File: src/doc_pkg.sv
package doc_pkg;
   // Register byte offsets on the AXI4-Lite bus
   localparam logic [7:0] DOC_OFF_AUX_MODE = 8'h00;
   localparam logic [7:0] DOC_OFF_FAULT_EN = 8'h04;
   localparam logic [7:0] DOC_OFF_STATUS = 8'h08;
   localparam logic [7:0] DOC_OFF_FDT_FREQ = 8'h0c;
   localparam logic [7:0] DOC_OFF_FDT_BW = 8'h10;
   localparam logic [7:0] DOC_OFF_OL_CFG = 8'h14;
   localparam logic [7:0] DOC_OFF_DELAY = 8'h18;
   localparam logic [7:0] DOC_OFF_FAN = 8'h1c;
   localparam logic [7:0] DOC_OFF_RETRY = 8'h20;
   // Reset values
   localparam logic [2:0] DOC_FAULT_EN_RST = 3'h2;
   localparam logic [7:0] DOC_STATUS_RST = 8'h00;
   localparam logic [4:0] DOC_MODE_RST = 5'h00;
   localparam logic [1:0] DOC_FAN_RST = 2'h0;
   // Fault enable bit positions
   localparam int DOC_FEN_LV = 0;
   localparam int DOC_FEN_TRIP = 1;
   localparam int DOC_FEN_RETRY = 2;
   // Status bit positions
   localparam int DOC_ST_EXTRA = 4;
   localparam int DOC_ST_RELAY = 7;
   // Timing
   localparam longint DOC_CLK_HZ = 20000000;
   localparam longint DOC_INTERLOCK_MS = 500;
   localparam longint DOC_INTERLOCK_CYC = DOC_INTERLOCK_MS * DOC_CLK_HZ / 1000;
   localparam longint DOC_IOL_S = 60;
   localparam longint DOC_IOL_CYC = DOC_IOL_S * DOC_CLK_HZ;
   localparam longint DOC_DELAY_TICK_MS = 100;
   localparam longint DOC_DELAY_TICK_CYC = DOC_DELAY_TICK_MS * DOC_CLK_HZ / 1000;
   localparam longint DOC_OL_TICK_MS = 100;
   localparam longint DOC_OL_TICK_CYC = DOC_OL_TICK_MS * DOC_CLK_HZ / 1000;
   localparam int DOC_IOL_PCT = 110;
   // Auxiliary contact condition codes
   typedef enum logic [4:0] {
      DOC_M_NONE, DOC_M_FDT1, DOC_M_FDT2, DOC_M_FDT3, DOC_M_FDT4, DOC_M_FDT5,
      DOC_M_OL, DOC_M_IOL, DOC_M_STALL, DOC_M_OV, DOC_M_LV, DOC_M_OH,
      DOC_M_LOST, DOC_M_RUN, DOC_M_STOP, DOC_M_STEADY, DOC_M_DRVLINE,
      DOC_M_MAINSLINE, DOC_M_SSEARCH, DOC_M_READY, DOC_M_MMC
   } doc_mode_e;
   typedef enum logic [1:0] {DOC_F_POWER, DOC_F_RUN, DOC_F_TEMP} doc_fan_e;
   typedef enum logic [1:0] {DOC_X_DRIVE, DOC_X_GAP1, DOC_X_MAINS, DOC_X_GAP2} doc_xchg_e;
endpackage

File: src/doc_output_contacts.sv
// Local design decisions: register access over AXI4-Lite and the address map.
`timescale 1ns/1ns
module doc_output_contacts
   import doc_pkg::*;
#(
   parameter int FW = 16,
   parameter bit FAN_CTRL_PRESENT = 1'b1,
   parameter longint INTERLOCK_CYC = DOC_INTERLOCK_CYC,
   parameter longint IOL_CYC = DOC_IOL_CYC,
   parameter longint DELAY_TICK_CYC = DOC_DELAY_TICK_CYC,
   parameter longint OL_TICK_CYC = DOC_OL_TICK_CYC
) (
   input wire logic ref_clk_in,
   input wire logic reset_n_in,
   input wire logic [7:0] s_axi_awaddr,
   input wire logic s_axi_awvalid,
   output logic s_axi_awready,
   input wire logic [31:0] s_axi_wdata,
   input wire logic [3:0] s_axi_wstrb,
   input wire logic s_axi_wvalid,
   output logic s_axi_wready,
   output logic [1:0] s_axi_bresp,
   output logic s_axi_bvalid,
   input wire logic s_axi_bready,
   input wire logic [7:0] s_axi_araddr,
   input wire logic s_axi_arvalid,
   output logic s_axi_arready,
   output logic [31:0] s_axi_rdata,
   output logic [1:0] s_axi_rresp,
   output logic s_axi_rvalid,
   input wire logic s_axi_rready,
   input wire logic [FW-1:0] ref_freq_in,
   input wire logic [FW-1:0] out_freq_in,
   input wire logic [15:0] out_current_in,
   input wire logic [15:0] rated_current_in,
   input wire logic accel_in,
   input wire logic decel_in,
   input wire logic stall_in,
   input wire logic dc_bus_high_flag_in,
   input wire logic undervoltage_flag_in,
   input wire logic heatsink_hot_flag_in,
   input wire logic ref_lost_in,
   input wire logic running_in,
   input wire logic steady_in,
   input wire logic ssearch_in,
   input wire logic ready_in,
   input wire logic mmc_select_in,
   input wire logic [3:0] mmc_drive_in,
   input wire logic exchange_in,
   input wire logic general_trip_in,
   input wire logic emergency_disable_in,
   input wire logic retry_exhausted_in,
   input wire logic auto_retry_in,
   input wire logic over_temp_in,
   input wire logic [2:0] extra_output_in,
   output logic [3:0] aux_contact_output_out,
   output logic fault_relay_out,
   output logic drive_overload_flag_out,
   output logic drive_overload_trip_out,
   output logic fan_on_out
);
   // Configuration registers
   logic [4:0] aux_mode_r [4];
   logic [2:0] fault_relay_enable_r;
   logic [FW-1:0] fdt_freq_r;
   logic [FW-1:0] fdt_bw_r;
   logic [15:0] ol_level_r;
   logic [15:0] ol_time_r;
   logic [15:0] on_delay_r;
   logic [15:0] off_delay_r;
   logic [1:0] fan_sel_r;
   logic [7:0] output_terminal_status_r;

   // AXI4-Lite write path: address and data latched in either order
   logic aw_held_r, w_held_r;
   logic [7:0] aw_addr_r;
   logic [31:0] w_data_r;
   logic do_write;
   assign do_write = aw_held_r && w_held_r && !s_axi_bvalid;
   assign s_axi_awready = !aw_held_r;
   assign s_axi_wready = !w_held_r;
   always_ff @(posedge ref_clk_in) begin
      if (!reset_n_in) begin
         aw_held_r <= 1'b0;
         w_held_r <= 1'b0;
         aw_addr_r <= 8'h00;
         w_data_r <= 32'h0000_0000;
         s_axi_bvalid <= 1'b0;
         s_axi_bresp <= 2'h0;
      end else begin
         if (s_axi_awvalid && !aw_held_r) begin
            aw_held_r <= 1'b1;
            aw_addr_r <= s_axi_awaddr;
         end
         if (s_axi_wvalid && !w_held_r) begin
            w_held_r <= 1'b1;
            w_data_r <= s_axi_wdata;
         end
         if (do_write) begin
            aw_held_r <= 1'b0;
            w_held_r <= 1'b0;
            s_axi_bvalid <= 1'b1;
            // Status offset and unmapped addresses answer SLVERR
            s_axi_bresp <= (aw_addr_r > DOC_OFF_RETRY || aw_addr_r == DOC_OFF_STATUS
                            || aw_addr_r[1:0] != 2'h0) ? 2'h2 : 2'h0;
         end else if (s_axi_bready) begin
            s_axi_bvalid <= 1'b0;
         end
      end
   end

   // Register writes; byte strobes ignored except lane 0 gating
   always_ff @(posedge ref_clk_in) begin
      if (!reset_n_in) begin
         for (int i = 0; i < 4; i++) aux_mode_r[i] <= DOC_MODE_RST;
         fault_relay_enable_r <= DOC_FAULT_EN_RST;
         fdt_freq_r <= '0;
         fdt_bw_r <= '0;
         ol_level_r <= 16'h0000;
         ol_time_r <= 16'h0000;
         on_delay_r <= 16'h0000;
         off_delay_r <= 16'h0000;
         fan_sel_r <= DOC_FAN_RST;
      end else if (do_write && s_axi_wstrb[0]) begin
         unique case (aw_addr_r)
            DOC_OFF_AUX_MODE: for (int i = 0; i < 4; i++)
               aux_mode_r[i] <= w_data_r[8*i +: 5];
            DOC_OFF_FAULT_EN: fault_relay_enable_r <= w_data_r[2:0];
            DOC_OFF_FDT_FREQ: fdt_freq_r <= w_data_r[FW-1:0];
            DOC_OFF_FDT_BW: fdt_bw_r <= w_data_r[FW-1:0];
            DOC_OFF_OL_CFG: begin
               ol_level_r <= w_data_r[15:0];
               ol_time_r <= w_data_r[31:16];
            end
            DOC_OFF_DELAY: begin
               on_delay_r <= w_data_r[15:0];
               off_delay_r <= w_data_r[31:16];
            end
            DOC_OFF_FAN: if (FAN_CTRL_PRESENT) fan_sel_r <= w_data_r[1:0];
            default: ;
         endcase
      end
   end

   // Read path: one-cycle answer
   logic [31:0] rd_mux;
   always_comb begin
      rd_mux = 32'h0000_0000;
      unique case (s_axi_araddr)
         DOC_OFF_AUX_MODE: rd_mux = {3'h0, aux_mode_r[3], 3'h0, aux_mode_r[2],
                                     3'h0, aux_mode_r[1], 3'h0, aux_mode_r[0]};
         DOC_OFF_FAULT_EN: rd_mux = {29'h0, fault_relay_enable_r};
         DOC_OFF_STATUS: rd_mux = {24'h0, output_terminal_status_r};
         DOC_OFF_FDT_FREQ: rd_mux = 32'(fdt_freq_r);
         DOC_OFF_FDT_BW: rd_mux = 32'(fdt_bw_r);
         DOC_OFF_OL_CFG: rd_mux = {ol_time_r, ol_level_r};
         DOC_OFF_DELAY: rd_mux = {off_delay_r, on_delay_r};
         DOC_OFF_FAN: rd_mux = {30'h0, fan_sel_r};
         DOC_OFF_RETRY: rd_mux = {30'h0, drive_overload_trip_out, drive_overload_flag_out};
         default: rd_mux = 32'h0000_0000;
      endcase
   end
   assign s_axi_arready = !s_axi_rvalid;
   always_ff @(posedge ref_clk_in) begin
      if (!reset_n_in) begin
         s_axi_rvalid <= 1'b0;
         s_axi_rdata <= 32'h0000_0000;
         s_axi_rresp <= 2'h0;
      end else if (s_axi_arvalid && !s_axi_rvalid) begin
         s_axi_rvalid <= 1'b1;
         s_axi_rdata <= rd_mux;
         s_axi_rresp <= (s_axi_araddr > DOC_OFF_RETRY || s_axi_araddr[1:0] != 2'h0)
                        ? 2'h2 : 2'h0;
      end else if (s_axi_rready) begin
         s_axi_rvalid <= 1'b0;
      end
   end

   // Frequency comparisons, widened by one bit to avoid overflow
   logic [FW:0] half_bw, diff_ref, diff_det, det_low;
   logic fdt1, fdt2, fdt3, fdt4_set, fdt4_r;
   assign half_bw = {1'b0, fdt_bw_r} >> 1;
   assign diff_ref = (ref_freq_in > out_freq_in) ? {1'b0, ref_freq_in - out_freq_in}
                                                  : {1'b0, out_freq_in - ref_freq_in};
   assign diff_det = (fdt_freq_r > out_freq_in) ? {1'b0, fdt_freq_r - out_freq_in}
                                                 : {1'b0, out_freq_in - fdt_freq_r};
   assign det_low = {1'b0, fdt_freq_r} - half_bw;
   assign fdt1 = diff_ref <= half_bw;
   assign fdt2 = fdt1 && (diff_det <= half_bw);
   assign fdt3 = diff_det <= half_bw;
   assign fdt4_set = out_freq_in >= fdt_freq_r;
   // Threshold state holds between accel set and decel release
   always_ff @(posedge ref_clk_in) begin
      if (!reset_n_in) begin
         fdt4_r <= 1'b0;
      end else if (accel_in) begin
         fdt4_r <= fdt4_set;
      end else if (decel_in) begin
         fdt4_r <= fdt4_r && ({1'b0, out_freq_in} > det_low);
      end else begin
         fdt4_r <= fdt4_r || fdt4_set;
      end
   end

   // Overload warning timer in ticks of OL_TICK_CYC
   logic [31:0] ol_pre_r;
   logic [15:0] ol_cnt_r;
   logic ol_warn_r;
   always_ff @(posedge ref_clk_in) begin
      if (!reset_n_in || out_current_in < ol_level_r) begin
         ol_pre_r <= 32'h0;
         ol_cnt_r <= 16'h0;
         ol_warn_r <= 1'b0;
      end else if (ol_cnt_r >= ol_time_r) begin
         ol_warn_r <= 1'b1;
      end else if (ol_pre_r >= 32'(OL_TICK_CYC - 1)) begin
         ol_pre_r <= 32'h0;
         ol_cnt_r <= ol_cnt_r + 16'h1;
      end else begin
         ol_pre_r <= ol_pre_r + 32'h1;
      end
   end

   // Drive overload: 60 s over 110% flags, another minute trips
   logic over_110;
   logic [31:0] iol_cnt_r;
   assign over_110 = 32'(out_current_in) * 32'd100 > 32'(rated_current_in) * 32'(DOC_IOL_PCT);
   always_ff @(posedge ref_clk_in) begin
      if (!reset_n_in) begin
         iol_cnt_r <= 32'h0;
         drive_overload_flag_out <= 1'b0;
         drive_overload_trip_out <= 1'b0;
      end else if (!over_110) begin
         iol_cnt_r <= 32'h0;
         drive_overload_flag_out <= 1'b0;
      end else if (iol_cnt_r >= 32'(IOL_CYC - 1)) begin
         iol_cnt_r <= 32'h0;
         if (drive_overload_flag_out) drive_overload_trip_out <= 1'b1;
         drive_overload_flag_out <= 1'b1;
      end else begin
         iol_cnt_r <= iol_cnt_r + 32'h1;
      end
   end

   // Bypass exchange: drive line, gap, mains line, gap
   doc_xchg_e xstate_r;
   logic [31:0] xcnt_r;
   always_ff @(posedge ref_clk_in) begin
      if (!reset_n_in) begin
         xstate_r <= DOC_X_DRIVE;
         xcnt_r <= 32'h0;
      end else begin
         unique case (xstate_r)
            DOC_X_DRIVE: if (exchange_in) begin
               xstate_r <= DOC_X_GAP1;
               xcnt_r <= 32'h0;
            end
            DOC_X_GAP1: if (xcnt_r >= 32'(INTERLOCK_CYC - 1)) xstate_r <= DOC_X_MAINS;
                        else xcnt_r <= xcnt_r + 32'h1;
            DOC_X_MAINS: if (!exchange_in) begin
               xstate_r <= DOC_X_GAP2;
               xcnt_r <= 32'h0;
            end
            DOC_X_GAP2: if (xcnt_r >= 32'(INTERLOCK_CYC - 1)) xstate_r <= DOC_X_DRIVE;
                        else xcnt_r <= xcnt_r + 32'h1;
         endcase
      end
   end

   // Per-contact condition selection
   logic [3:0] aux_nxt;
   generate
      for (genvar g = 0; g < 4; g++) begin : g_aux
         doc_mode_e m;
         // Multi-motor selection overrides the programmed mode
         assign m = mmc_select_in ? DOC_M_MMC : doc_mode_e'(aux_mode_r[g]);
         always_comb begin
            unique case (m)
               DOC_M_FDT1: aux_nxt[g] = fdt1;
               DOC_M_FDT2: aux_nxt[g] = fdt2;
               DOC_M_FDT3: aux_nxt[g] = fdt3;
               DOC_M_FDT4: aux_nxt[g] = fdt4_r;
               DOC_M_FDT5: aux_nxt[g] = !fdt4_r;
               DOC_M_OL: aux_nxt[g] = ol_warn_r;
               DOC_M_IOL: aux_nxt[g] = drive_overload_flag_out;
               DOC_M_STALL: aux_nxt[g] = stall_in;
               DOC_M_OV: aux_nxt[g] = dc_bus_high_flag_in;
               DOC_M_LV: aux_nxt[g] = undervoltage_flag_in;
               DOC_M_OH: aux_nxt[g] = heatsink_hot_flag_in;
               DOC_M_LOST: aux_nxt[g] = ref_lost_in;
               DOC_M_RUN: aux_nxt[g] = running_in;
               DOC_M_STOP: aux_nxt[g] = !running_in;
               DOC_M_STEADY: aux_nxt[g] = steady_in;
               DOC_M_DRVLINE: aux_nxt[g] = xstate_r == DOC_X_DRIVE;
               DOC_M_MAINSLINE: aux_nxt[g] = xstate_r == DOC_X_MAINS;
               DOC_M_SSEARCH: aux_nxt[g] = ssearch_in;
               DOC_M_READY: aux_nxt[g] = ready_in;
               DOC_M_MMC: aux_nxt[g] = mmc_drive_in[g];
               default: aux_nxt[g] = 1'b0;
            endcase
         end
      end
   endgenerate
   always_ff @(posedge ref_clk_in) begin
      if (!reset_n_in) aux_contact_output_out <= 4'h0;
      else aux_contact_output_out <= aux_nxt;
   end

   // Fault relay request, checked in fixed priority order
   logic fault_req;
   always_comb begin
      if (fault_relay_enable_r[DOC_FEN_LV] && undervoltage_flag_in) fault_req = 1'b1;
      else if (fault_relay_enable_r[DOC_FEN_TRIP] && general_trip_in && !emergency_disable_in)
         fault_req = 1'b1;
      else if (fault_relay_enable_r[DOC_FEN_RETRY] && retry_exhausted_in && !auto_retry_in)
         fault_req = 1'b1;
      else fault_req = 1'b0;
   end

   // On/off delay in 0.1 s ticks; a change of request restarts the wait
   logic [31:0] dly_pre_r;
   logic [15:0] dly_cnt_r;
   always_ff @(posedge ref_clk_in) begin
      if (!reset_n_in || fault_req == fault_relay_out) begin
         dly_pre_r <= 32'h0;
         dly_cnt_r <= 16'h0;
         if (!reset_n_in) fault_relay_out <= 1'b0;
      end else if (dly_cnt_r >= (fault_req ? on_delay_r : off_delay_r)) begin
         fault_relay_out <= fault_req;
      end else if (dly_pre_r >= 32'(DELAY_TICK_CYC - 1)) begin
         dly_pre_r <= 32'h0;
         dly_cnt_r <= dly_cnt_r + 16'h1;
      end else begin
         dly_pre_r <= dly_pre_r + 32'h1;
      end
   end

   // Fan selection; small variants keep the fan on with supply
   always_ff @(posedge ref_clk_in) begin
      if (!reset_n_in) fan_on_out <= 1'b0;
      else if (!FAN_CTRL_PRESENT) fan_on_out <= 1'b1;
      else unique case (doc_fan_e'(fan_sel_r))
         DOC_F_RUN: fan_on_out <= running_in;
         DOC_F_TEMP: fan_on_out <= over_temp_in;
         default: fan_on_out <= 1'b1;
      endcase
   end

   // Terminal status snapshot
   always_ff @(posedge ref_clk_in) begin
      if (!reset_n_in) output_terminal_status_r <= DOC_STATUS_RST;
      else output_terminal_status_r <= {fault_relay_out, extra_output_in,
                                        aux_contact_output_out};
   end

   // Checks
   a_lines_exclusive: assert property (@(posedge ref_clk_in) disable iff (!reset_n_in)
      !(xstate_r == DOC_X_DRIVE && xstate_r == DOC_X_MAINS) && !((aux_nxt != 4'h0) &&
      (xstate_r == DOC_X_GAP1) && aux_mode_r[0] == 5'(DOC_M_DRVLINE) && !mmc_select_in
      && aux_nxt[0])) else $error("Drive line closed in gap");
   a_none_open: assert property (@(posedge ref_clk_in) disable iff (!reset_n_in)
      (aux_mode_r[0] == 5'h0 && !mmc_select_in) |=> !aux_contact_output_out[0])
      else $error("Unused contact closed");
   a_fdt1_close: assert property (@(posedge ref_clk_in) disable iff (!reset_n_in)
      (aux_mode_r[1] == 5'(DOC_M_FDT1) && !mmc_select_in && fdt1) |=> aux_contact_output_out[1])
      else $error("Reference reached contact open");
   a_fdt5_inv: assert property (@(posedge ref_clk_in) disable iff (!reset_n_in)
      (aux_mode_r[2] == 5'(DOC_M_FDT5) && !mmc_select_in) |=> aux_contact_output_out[2] == !$past(fdt4_r))
      else $error("Inverted threshold wrong");
   a_mmc_force: assert property (@(posedge ref_clk_in) disable iff (!reset_n_in)
      mmc_select_in |=> aux_contact_output_out == $past(mmc_drive_in))
      else $error("Multi-motor override missing");
   a_lv_relay: assert property (@(posedge ref_clk_in) disable iff (!reset_n_in)
      (fault_relay_enable_r[DOC_FEN_LV] && undervoltage_flag_in) |-> fault_req)
      else $error("Undervoltage not routed");
   a_bx_block: assert property (@(posedge ref_clk_in) disable iff (!reset_n_in)
      (emergency_disable_in && !undervoltage_flag_in && !retry_exhausted_in) |-> !fault_req)
      else $error("Emergency disable operated relay");
   a_retry_hold: assert property (@(posedge ref_clk_in) disable iff (!reset_n_in)
      (auto_retry_in && !undervoltage_flag_in && !general_trip_in) |-> !fault_req)
      else $error("Retry relay during auto retry");
   a_status_map: assert property (@(posedge ref_clk_in) disable iff (!reset_n_in)
      ##1 output_terminal_status_r[DOC_ST_RELAY] == $past(fault_relay_out))
      else $error("Status bit 7 mismatch");
   a_fan_run: assert property (@(posedge ref_clk_in) disable iff (!reset_n_in)
      (FAN_CTRL_PRESENT && fan_sel_r == 2'(DOC_F_RUN)) |=> fan_on_out == $past(running_in))
      else $error("Run fan mismatch");
endmodule // doc_output_contacts

File: config.mk
export PLATFORM = sky130hd
export DESIGN_NAME = doc_output_contacts
export DESIGN_NICKNAME = d
export VERILOG_FILES = /design/src/doc_pkg.sv /design/src/doc_output_contacts.sv
export SDC_FILE = /design/constraint.sdc
export NUM_CORES = 1
export LEC_CHECK = 0
export BUFFER_PORTS_ARGS = -buffer_cell sky130_fd_sc_hd__clkbuf_2
export CORE_MARGIN = 2
export CORE_UTILIZATION = 53
export CTS_BUF_LIST = sky130_fd_sc_hd__clkbuf_4
export CTS_CLUSTER_DIAMETER = 50
export DETAILED_ROUTE_END_ITERATION = 6
export GPL_TIMING_DRIVEN = 0
export PLACE_DENSITY = 0.77
export SETUP_SLACK_MARGIN = 0.3
export SLEW_MARGIN = 20
export SYNTH_ARGS = -nofsm -noshare
export SYNTH_HDL_FRONTEND = slang
export SYNTH_SLANG_ARGS = --single-unit
File: constraint.sdc
create_clock -name ref_clk_in -period 8.5 [get_ports ref_clk_in]
set_clock_uncertainty 0.15 [all_clocks]
set_input_delay 2.55 -clock ref_clk_in [delete_from_list [all_inputs] [get_ports ref_clk_in]]
set_output_delay 2.55 -clock ref_clk_in [all_outputs]
set_load 0.03 [all_outputs]
==> results.sh, run 1 <==
export IMPL_rrSetupSlack_ns=2.65
export IMPL_post_synth_cell_area_avg_um2=8.22
export IMPL_synth_top_flop_cell="dfxtp_1"
export IMPL_status="finished with violations"
export IMPL_hp_start="xcnt_r[26]"
export IMPL_setup_viol=0
export IMPL_synth_warnings=0
export IMPL_cts_num_sinks=379
export IMPL_globalRouteTotalUtil_pct=28.5
export IMPL_min_to="xcnt_r[26]"
export IMPL_path_buf_inv=6
export IMPL_slew_viol_final=0
export IMPL_io_buffers=189
export IMPL_switching_share_pct=34.1
export IMPL_final_nets=4064
export IMPL_vdd_drop_max_uv=155
export IMPL_synth_area_mm2=0.0269
export IMPL_timing_rr_end="aux_contact_output_out[2]"
export IMPL_start_util_pct=53.7
export IMPL_crit_family="adder cells"
export IMPL_dr_pass1_iters=7
export IMPL_timing_rr_start="fdt_freq_r[0]"
export IMPL_htreeDepth=3
export IMPL_synth_edf_count=21
export IMPL_die_h_um=229
export IMPL_cpPeakStageDelay_ns=0.55
export IMPL_layout_commonest_cell="nand2_1"
export IMPL_finalCritPeriodShare_pct=90.5
export IMPL_vias=24700
export IMPL_syn_inst=3274
export IMPL_final_cell_mix="406 x nand2_1, 358 x dfxtp_1, 304 x inv_1, 301 x ha_1, 226 x nor2_1"
export IMPL_tightest_slew_ns=0.974
export IMPL_clock_path_buffers=3
export IMPL_hold_buffers=0
export IMPL_min_path_cells=2
export IMPL_die_x_um=229
export IMPL_crit_arrival_ns=8.20
export IMPL_fin_util_pct=59.7
export IMPL_syn_to_final_growth_pct=11.3
export IMPL_crit_type="in2reg"
export IMPL_synth_cell_type_count=89
export IMPL_grt_max_degree=21
export IMPL_drc_errors=5
export IMPL_dpl_hpwl_mm=60.4
export IMPL_grt_first_pass_wirelength_mm=121
export IMPL_drv_cap=0
export IMPL_postSynth_asyncResetShare_pct=0
export IMPL_p_sw_mw=1.73
export IMPL_violations="DRC"
export IMPL_vias_per_cell=5.72
export IMPL_final_area_mm2=0.0300
export IMPL_p_leak_nw=12.5
export IMPL_wl_mm=76.6
export IMPL_slew_headroom_pct=35.1
export IMPL_cp_max_fo=10
export IMPL_cts_made_buffers=93
export IMPL_endpoint_kind="flop"
export IMPL_row_count=82
export IMPL_antenna_found_initial=5
export IMPL_die_area_mm2=0.0526
export IMPL_yosysSeqAreaShare_pct=29.0
export IMPL_cp_start_kind="input port"
export IMPL_hp_class="reg2reg"
export IMPL_seqPwrFrac_pct=36.8
export IMPL_clockPowerShare_pct=31.1
export IMPL_drive_gt1_share_pct=11.0
export IMPL_fin_crit_ns=7.69
export IMPL_cts_root_buf="clkbuf_4"
export IMPL_wire_per_inst_um=17.8
export IMPL_power_density_mw_per_mm2=169
export IMPL_p_comb_share_pct=32.1
export IMPL_routabilityCongestion=0.953
export IMPL_dpl_cell_area_mm2=0.0287
export IMPL_cp_required_ns=9.01
export IMPL_setup_tns_ns=0
export IMPL_drt_initial_drc_count=1987
export IMPL_ant_nets=0
export IMPL_synth_seq_cells=379
export IMPL_grt_ovfl_total=0
export IMPL_grt_setup_unrepaired="no"
export IMPL_fmax_mhz=130
export IMPL_clk_latency_ns=0.80
export IMPL_io_pins=197
export IMPL_clk_pin_slew_ns=0.07
export IMPL_cts_setup_buffers=0
export IMPL_grt_pass1_vias=23300
export IMPL_r2r_cells=23
export IMPL_core_mm2=0.0502
export IMPL_critPathSlowestCell="fa_1"
export IMPL_internal_power_mw=3.34
export IMPL_cts_tree="done"
export IMPL_cts_repair_resized=0
export IMPL_timing_final_hold_violations=0
==> power groups by stage <==
stage	clock (mW)	combinational [mW]	sequential (mW)
floorplan	0	1.20	1.90
global placement	0	1.56	1.90
detailed placement	0	1.60	1.91
CTS	1.60	1.61	1.87
global route	1.70	1.84	1.87
finish	1.58	1.63	1.87
==> worst max path at each step <==
| stage | start | endpoint | slack [ns] | cells after the start |
|---|---|---|---|---|
| global placement | rated_current_in[2] | iol_cnt_r[3] | 0.11 | 26 |
| CTS | rated_current_in[2] | iol_cnt_r[3] | 0.76 | 26 |
| floorplan | rated_current_in[7] | iol_cnt_r[23] | 1.12 | 24 |
| finish | rated_current_in[2] | iol_cnt_r[10] | 0.81 | 27 |
| global route | rated_current_in[2] | iol_cnt_r[17] | 0.33 | 27 |
| detailed placement | rated_current_in[2] | iol_cnt_r[6] | -0.03 | 26 |
==> per-stage QoR <==
| stage | hold WS, ns | instances | power (mW) | worst slack (ns) |
|---|---|---|---|---|
| after floorplan | 0.258 | 3276 | 3.10 | 1.12 |
| after global placement | 0.266 | 4137 | 3.47 | 0.112 |
| after detailed placement | 0.270 | 4137 | 3.51 | -0.0331 |
| after CTS | 0.280 | 4302 | 5.07 | 0.763 |
| after global routing | 0.292 | 4306 | 5.41 | 0.332 |
| final | 0.283 | 4306 | 5.07 | 0.810 |
==> worst reg2reg max path, cell delays in order (launching register included) <==
cell and delay [ns]:
dfxtp_1 0.37, inv_1 0.13, ha_1 0.18, inv_1 0.06
fa_1 0.39, nand3_1 0.09, nand2_1 0.10, a221oi_1 0.51
nor4_1 0.17, nor2_2 0.29, buf_1 0.58, mux2i_1 0.28
a21oi_1 0.08, xnor2_1 0.16, ha_1 0.32, nand4_1 0.09
o221ai_1 0.26, o21ai_0 0.14, a21oi_1 0.18, nor2_1 0.06
mux2i_1 0.60, o21ai_1 0.16, a221oi_1 0.31, o41ai_1 0.10
==> logic make-up (layout without fill, tap and decap cells) <==
kind of cell	Yosys count	after routing	share of synthesized area, %
buffers and inverters	448	802	6.36
AND/OR/NAND/NOR	1119	1119	19.9
flip-flops	379	379	29.0
other	1	7	0.0139
multiplexers	68	68	2.74
XOR/XNOR	162	162	5.27
AO/OA/AOI/OAI	741	741	18.7
adder cells (fa/ha/maj)	356	356	18.1
==> routing by layer <==
metal | up-vias | global-route usage, % | wire length, µm
met5 | - | 0 | 0
met4 | 0 | 11.5 | 2840
met3 | 193 | 4.59 | 5210
met2 | 885 | 48.1 | 36100
met1 | 11500 | 36.3 | 32400
li1 | 12000 | - | -
==> flip-flops by register name, indices dropped and copies added, names as in the netlist, 2 cells and up <==
| name | flops |
|---|---|
| s_axi_rdata | 32 |
| dly_pre_r | 32 |
| aw_addr_r | 8 |
| w_data_r | 32 |
| ol_level_r | 16 |
| aux_mode_r | 20 |
| off_delay_r | 16 |
| ol_pre_r | 32 |
| fan_sel_r | 2 |
| fdt_freq_r | 16 |
| fdt_bw_r | 16 |
| ol_cnt_r | 16 |
| xstate_r | 2 |
| xcnt_r | 32 |
| fault_relay_enable_r | 3 |
| output_terminal_status_r | 8 |
| iol_cnt_r | 32 |
| on_delay_r | 16 |
| dly_cnt_r | 16 |
| ol_time_r | 16 |
| aux_contact_output_out | 4 |
==> cells in the mapped netlist (27+ instances only) <==
cell type / n / share of area, %
nor3_1: 47 / 0.87
o21ai_0: 104 / 1.9
xor2_1: 90 / 2.9
nor2_1: 226 / 3.2
fa_1: 55 / 4.1
xnor2_1: 72 / 2.3
a21oi_1: 178 / 3.3
nand2_1: 406 / 5.7
a21boi_0: 107 / 3.0
ha_1: 301 / 14
and2_1: 70 / 1.6
a222oi_1: 27 / 1.0
mux2i_1: 58 / 2.2
inv_1: 304 / 4.2
nor2b_1: 60 / 1.4
clkbuf_1: 116 / 1.6
dfxtp_1: 358 / 27
nand4_1: 57 / 1.3
and3_1: 35 / 0.81
nand3_1: 85 / 1.6
a21o_1: 69 / 1.9
==> area by class of cell <==
type / count / area, µm²
Tap cell: 672 / 841
Buffer: 143 / 568
Inverter: 305 / 1140
Timing Repair Buffer: 189 / 946
Clock inverter: 22 / 149
Antenna cell: 4 / 10.0
Sequential cell: 379 / 7800
Fill cell: 4572 / 20200
Clock buffer: 143 / 1070
Multi-Input combinational cell: 2449 / 17400
No activity file was read; power rests on OpenSTA's default activity.
==> inputs of run 2 (changes only) <==
==> constraint.sdc (replaced) <==
create_clock -name ref_clk_in -period 8.5 [get_ports ref_clk_in]
set_clock_uncertainty 0.15 [all_clocks]
set_input_delay 0.425 -clock ref_clk_in [delete_from_list [all_inputs] [get_ports ref_clk_in]]
set_output_delay 0.425 -clock ref_clk_in [all_outputs]
set_load 0.03 [all_outputs]
==> run 2 against run 1 <==
  * The run still ends with DRC left
  * Sequential power hardly changed
  * Design area up 1.8%
  * Count of clock-buffer cells in the layout unchanged
  * Largest cell class unchanged
  * Largest power group unchanged
==> results.sh, run 2 (same netlist as run 1, synthesis figures left out) <==
export IMPL_crit_family="compound AO/OA/AOI/OAI gates"
export IMPL_clk_latency_ns=0.80
export IMPL_clock_path_buffers=3
export IMPL_antenna_found_initial=3
export IMPL_setup_viol=0
export IMPL_io_buffers=189
export IMPL_wl_mm=77.7
export IMPL_cp_required_ns=9.01
export IMPL_cp_max_fo=10
export IMPL_grt_setup_unrepaired="no"
export IMPL_critPathSlowestCell="buf_1"
export IMPL_cts_tree="done"
export IMPL_vdd_drop_max_uv=154
export IMPL_syn_to_final_growth_pct=13.2
export IMPL_final_nets=4118
export IMPL_fmax_mhz=170
export IMPL_grt_first_pass_wirelength_mm=123
export IMPL_regArea_mm2=0.00780
export IMPL_grt_ovfl_total=0
export IMPL_tightest_slew_ns=0.978
export IMPL_core_mm2=0.0502
export IMPL_dr_pass1_iters=7
export IMPL_min_to="fdt4_r"
export IMPL_cpPeakStageDelay_ns=0.59
export IMPL_vias=25000
export IMPL_timing_final_ws_setup_ns=2.61
export IMPL_min_path_cells=3
export IMPL_fin_crit_ns=5.89
export IMPL_power_density_mw_per_mm2=167
export IMPL_holdWs_ns=0.00606
export IMPL_row_count=82
export IMPL_violations="DRC"
export IMPL_status="finished with violations"
export IMPL_crit_type="reg2reg"
export IMPL_routabilityCongestion=0.953
export IMPL_cts_made_buffers=93
export IMPL_start_util_pct=53.7
export IMPL_globalRouteTotalUtil_pct=28.9
export IMPL_critPathLaunch="fdt_freq_r[0]"
export IMPL_layout_commonest_cell="nand2_1"
export IMPL_vias_per_cell=5.73
export IMPL_die_area_mm2=0.0526
export IMPL_cts_num_sinks=379
export IMPL_fillers=4492
export IMPL_finalCritPeriodShare_pct=69.3
export IMPL_dpl_hpwl_mm=60.4
export IMPL_setup_tns_ns=0
export IMPL_timing_rr_start="fdt_freq_r[0]"
export IMPL_slew_viol_final=0
export IMPL_r2r_cells=23
export IMPL_timing_final_hold_violations=0
export IMPL_multi_input_area_mm2=0.0174
export IMPL_die_h_um=229
export IMPL_grt_pass1_vias=23700
export IMPL_htreeDepth=3
export IMPL_final_cell_mix="406 x nand2_1, 358 x dfxtp_1, 304 x inv_1, 301 x ha_1, 226 x nor2_1"
export IMPL_p_leak_nw=12.7
export IMPL_rrSetupSlack_ns=2.61
export IMPL_drive_gt1_share_pct=10.8
export IMPL_crit_arrival_ns=6.40
export IMPL_die_x_um=229
export IMPL_timing_rr_end="aux_contact_output_out[2]"
export IMPL_cp_start_kind="flop"
export IMPL_power_total_mw=5.09
export IMPL_drc_errors=14
export IMPL_endpoint_kind="flop"
export IMPL_hp_start="decel_in"
export IMPL_grt_max_degree=21
export IMPL_clk_pin_slew_ns=0.07
export IMPL_ant_nets=0
export IMPL_io_pins=197
export IMPL_hp_class="in2reg"
export IMPL_drv_cap=0
export IMPL_path_buf_inv=3
export IMPL_cp_cell_sequence="inv_1 > ha_1 > inv_1 > fa_1 > nand3_1 > nand2_1 > a221oi_1 > nor4_1 > nor2_2 > buf_1 > mux2i_1 > a21oi_1 > xnor2_1 > ha_1 > nand4_1 > o221ai_1 > o21ai_0 > a21oi_1 > nor2_1 > mux2i_1 > o21ai_1 > a221oi_1 > o41ai_1"
export IMPL_cts_root_buf="clkbuf_4"
export IMPL_pre_cts_ws_ns=2.09
export IMPL_wire_per_inst_um=17.8
export IMPL_drt_initial_drc_count=2010
export IMPL_slew_headroom_pct=34.8
==> run 2: cell types whose count changed in the layout (fill, tap and decap cells not counted), sizes merged <==
cell         change
diode            -2
dlygate4sd3     +54
==> run 2: cell type report <==
| cell class | instances | share of cell area (%) |
|---|---|---|
| Inverter | 305 | 3.76 |
| Clock buffer | 143 | 3.52 |
| Clock inverter | 22 | 0.488 |
| Antenna cell | 2 | 0.0164 |
| Multi-Input combinational cell | 2449 | 57.1 |
| Sequential cell | 379 | 25.6 |
| Buffer | 143 | 1.86 |
| Timing Repair Buffer | 243 | 4.88 |
| Tap cell | 672 | 2.76 |
==> run 2: repair_timing <==
action	4_1_cts	5_1_grt
hold buffers	54	0
hold endpoints to repair	52	0
endpoints found under the setup margin	0	0
gates resized for setup	0	0
setup buffers	0	0
==> run 2: how the worst max path moves through the flow <==
stage | endpoint | slack, ns | cells past startpoint
floorplan | iol_cnt_r[23] | 3.24 | 24
global placement | iol_cnt_r[3] | 2.24 | 26
detailed placement | iol_cnt_r[6] | 2.09 | 26
CTS | aux_contact_output_out[2] | 2.76 | 23
global route | aux_contact_output_out[2] | 2.21 | 23
finish | aux_contact_output_out[2] | 2.61 | 23
==> run 2: metrics by stage <==
step	instance area (µm²)	util (%)	cells
floorplan	26900	-	3276
global placement	28700	57.2	4137
detailed placement	28700	57.2	4137
CTS	30500	60.8	4356
global route	30500	60.8	4358
finish	30500	60.8	4358
==> run 2: metal layers <==
| metal | GRT usage (%) | routed length (µm) | part of all wire (%) |
|---|---|---|---|
| met5 | 0 | 0 | 0 |
| met4 | 12.1 | 3190 | 4.1 |
| met3 | 4.44 | 5390 | 6.9 |
| met2 | 48.8 | 36500 | 47 |
| met1 | 36.7 | 32600 | 42 |
==> run 2: power breakdown <==
part	switching [mW]	total, mW	internal [mW]	leakage, nW
Combinational	0.939	1.65	0.707	8.91
Sequential	0.0443	1.87	1.82	3.11
Clock	0.754	1.58	0.825	0.720
==> run 2: worst reg2reg max path, cell delays in order, from the launching register on <==
cell	delay, ns
dfxtp_1	0.37
inv_1	0.13
ha_1	0.18
inv_1	0.06
fa_1	0.39
nand3_1	0.09
nand2_1	0.10
a221oi_1	0.50
nor4_1	0.17
nor2_2	0.29
buf_1	0.59
mux2i_1	0.28
a21oi_1	0.07
xnor2_1	0.16
ha_1	0.32
nand4_1	0.09
o221ai_1	0.27
o21ai_0	0.14
a21oi_1	0.18
nor2_1	0.06
mux2i_1	0.59
o21ai_1	0.16
a221oi_1	0.33
o41ai_1	0.10
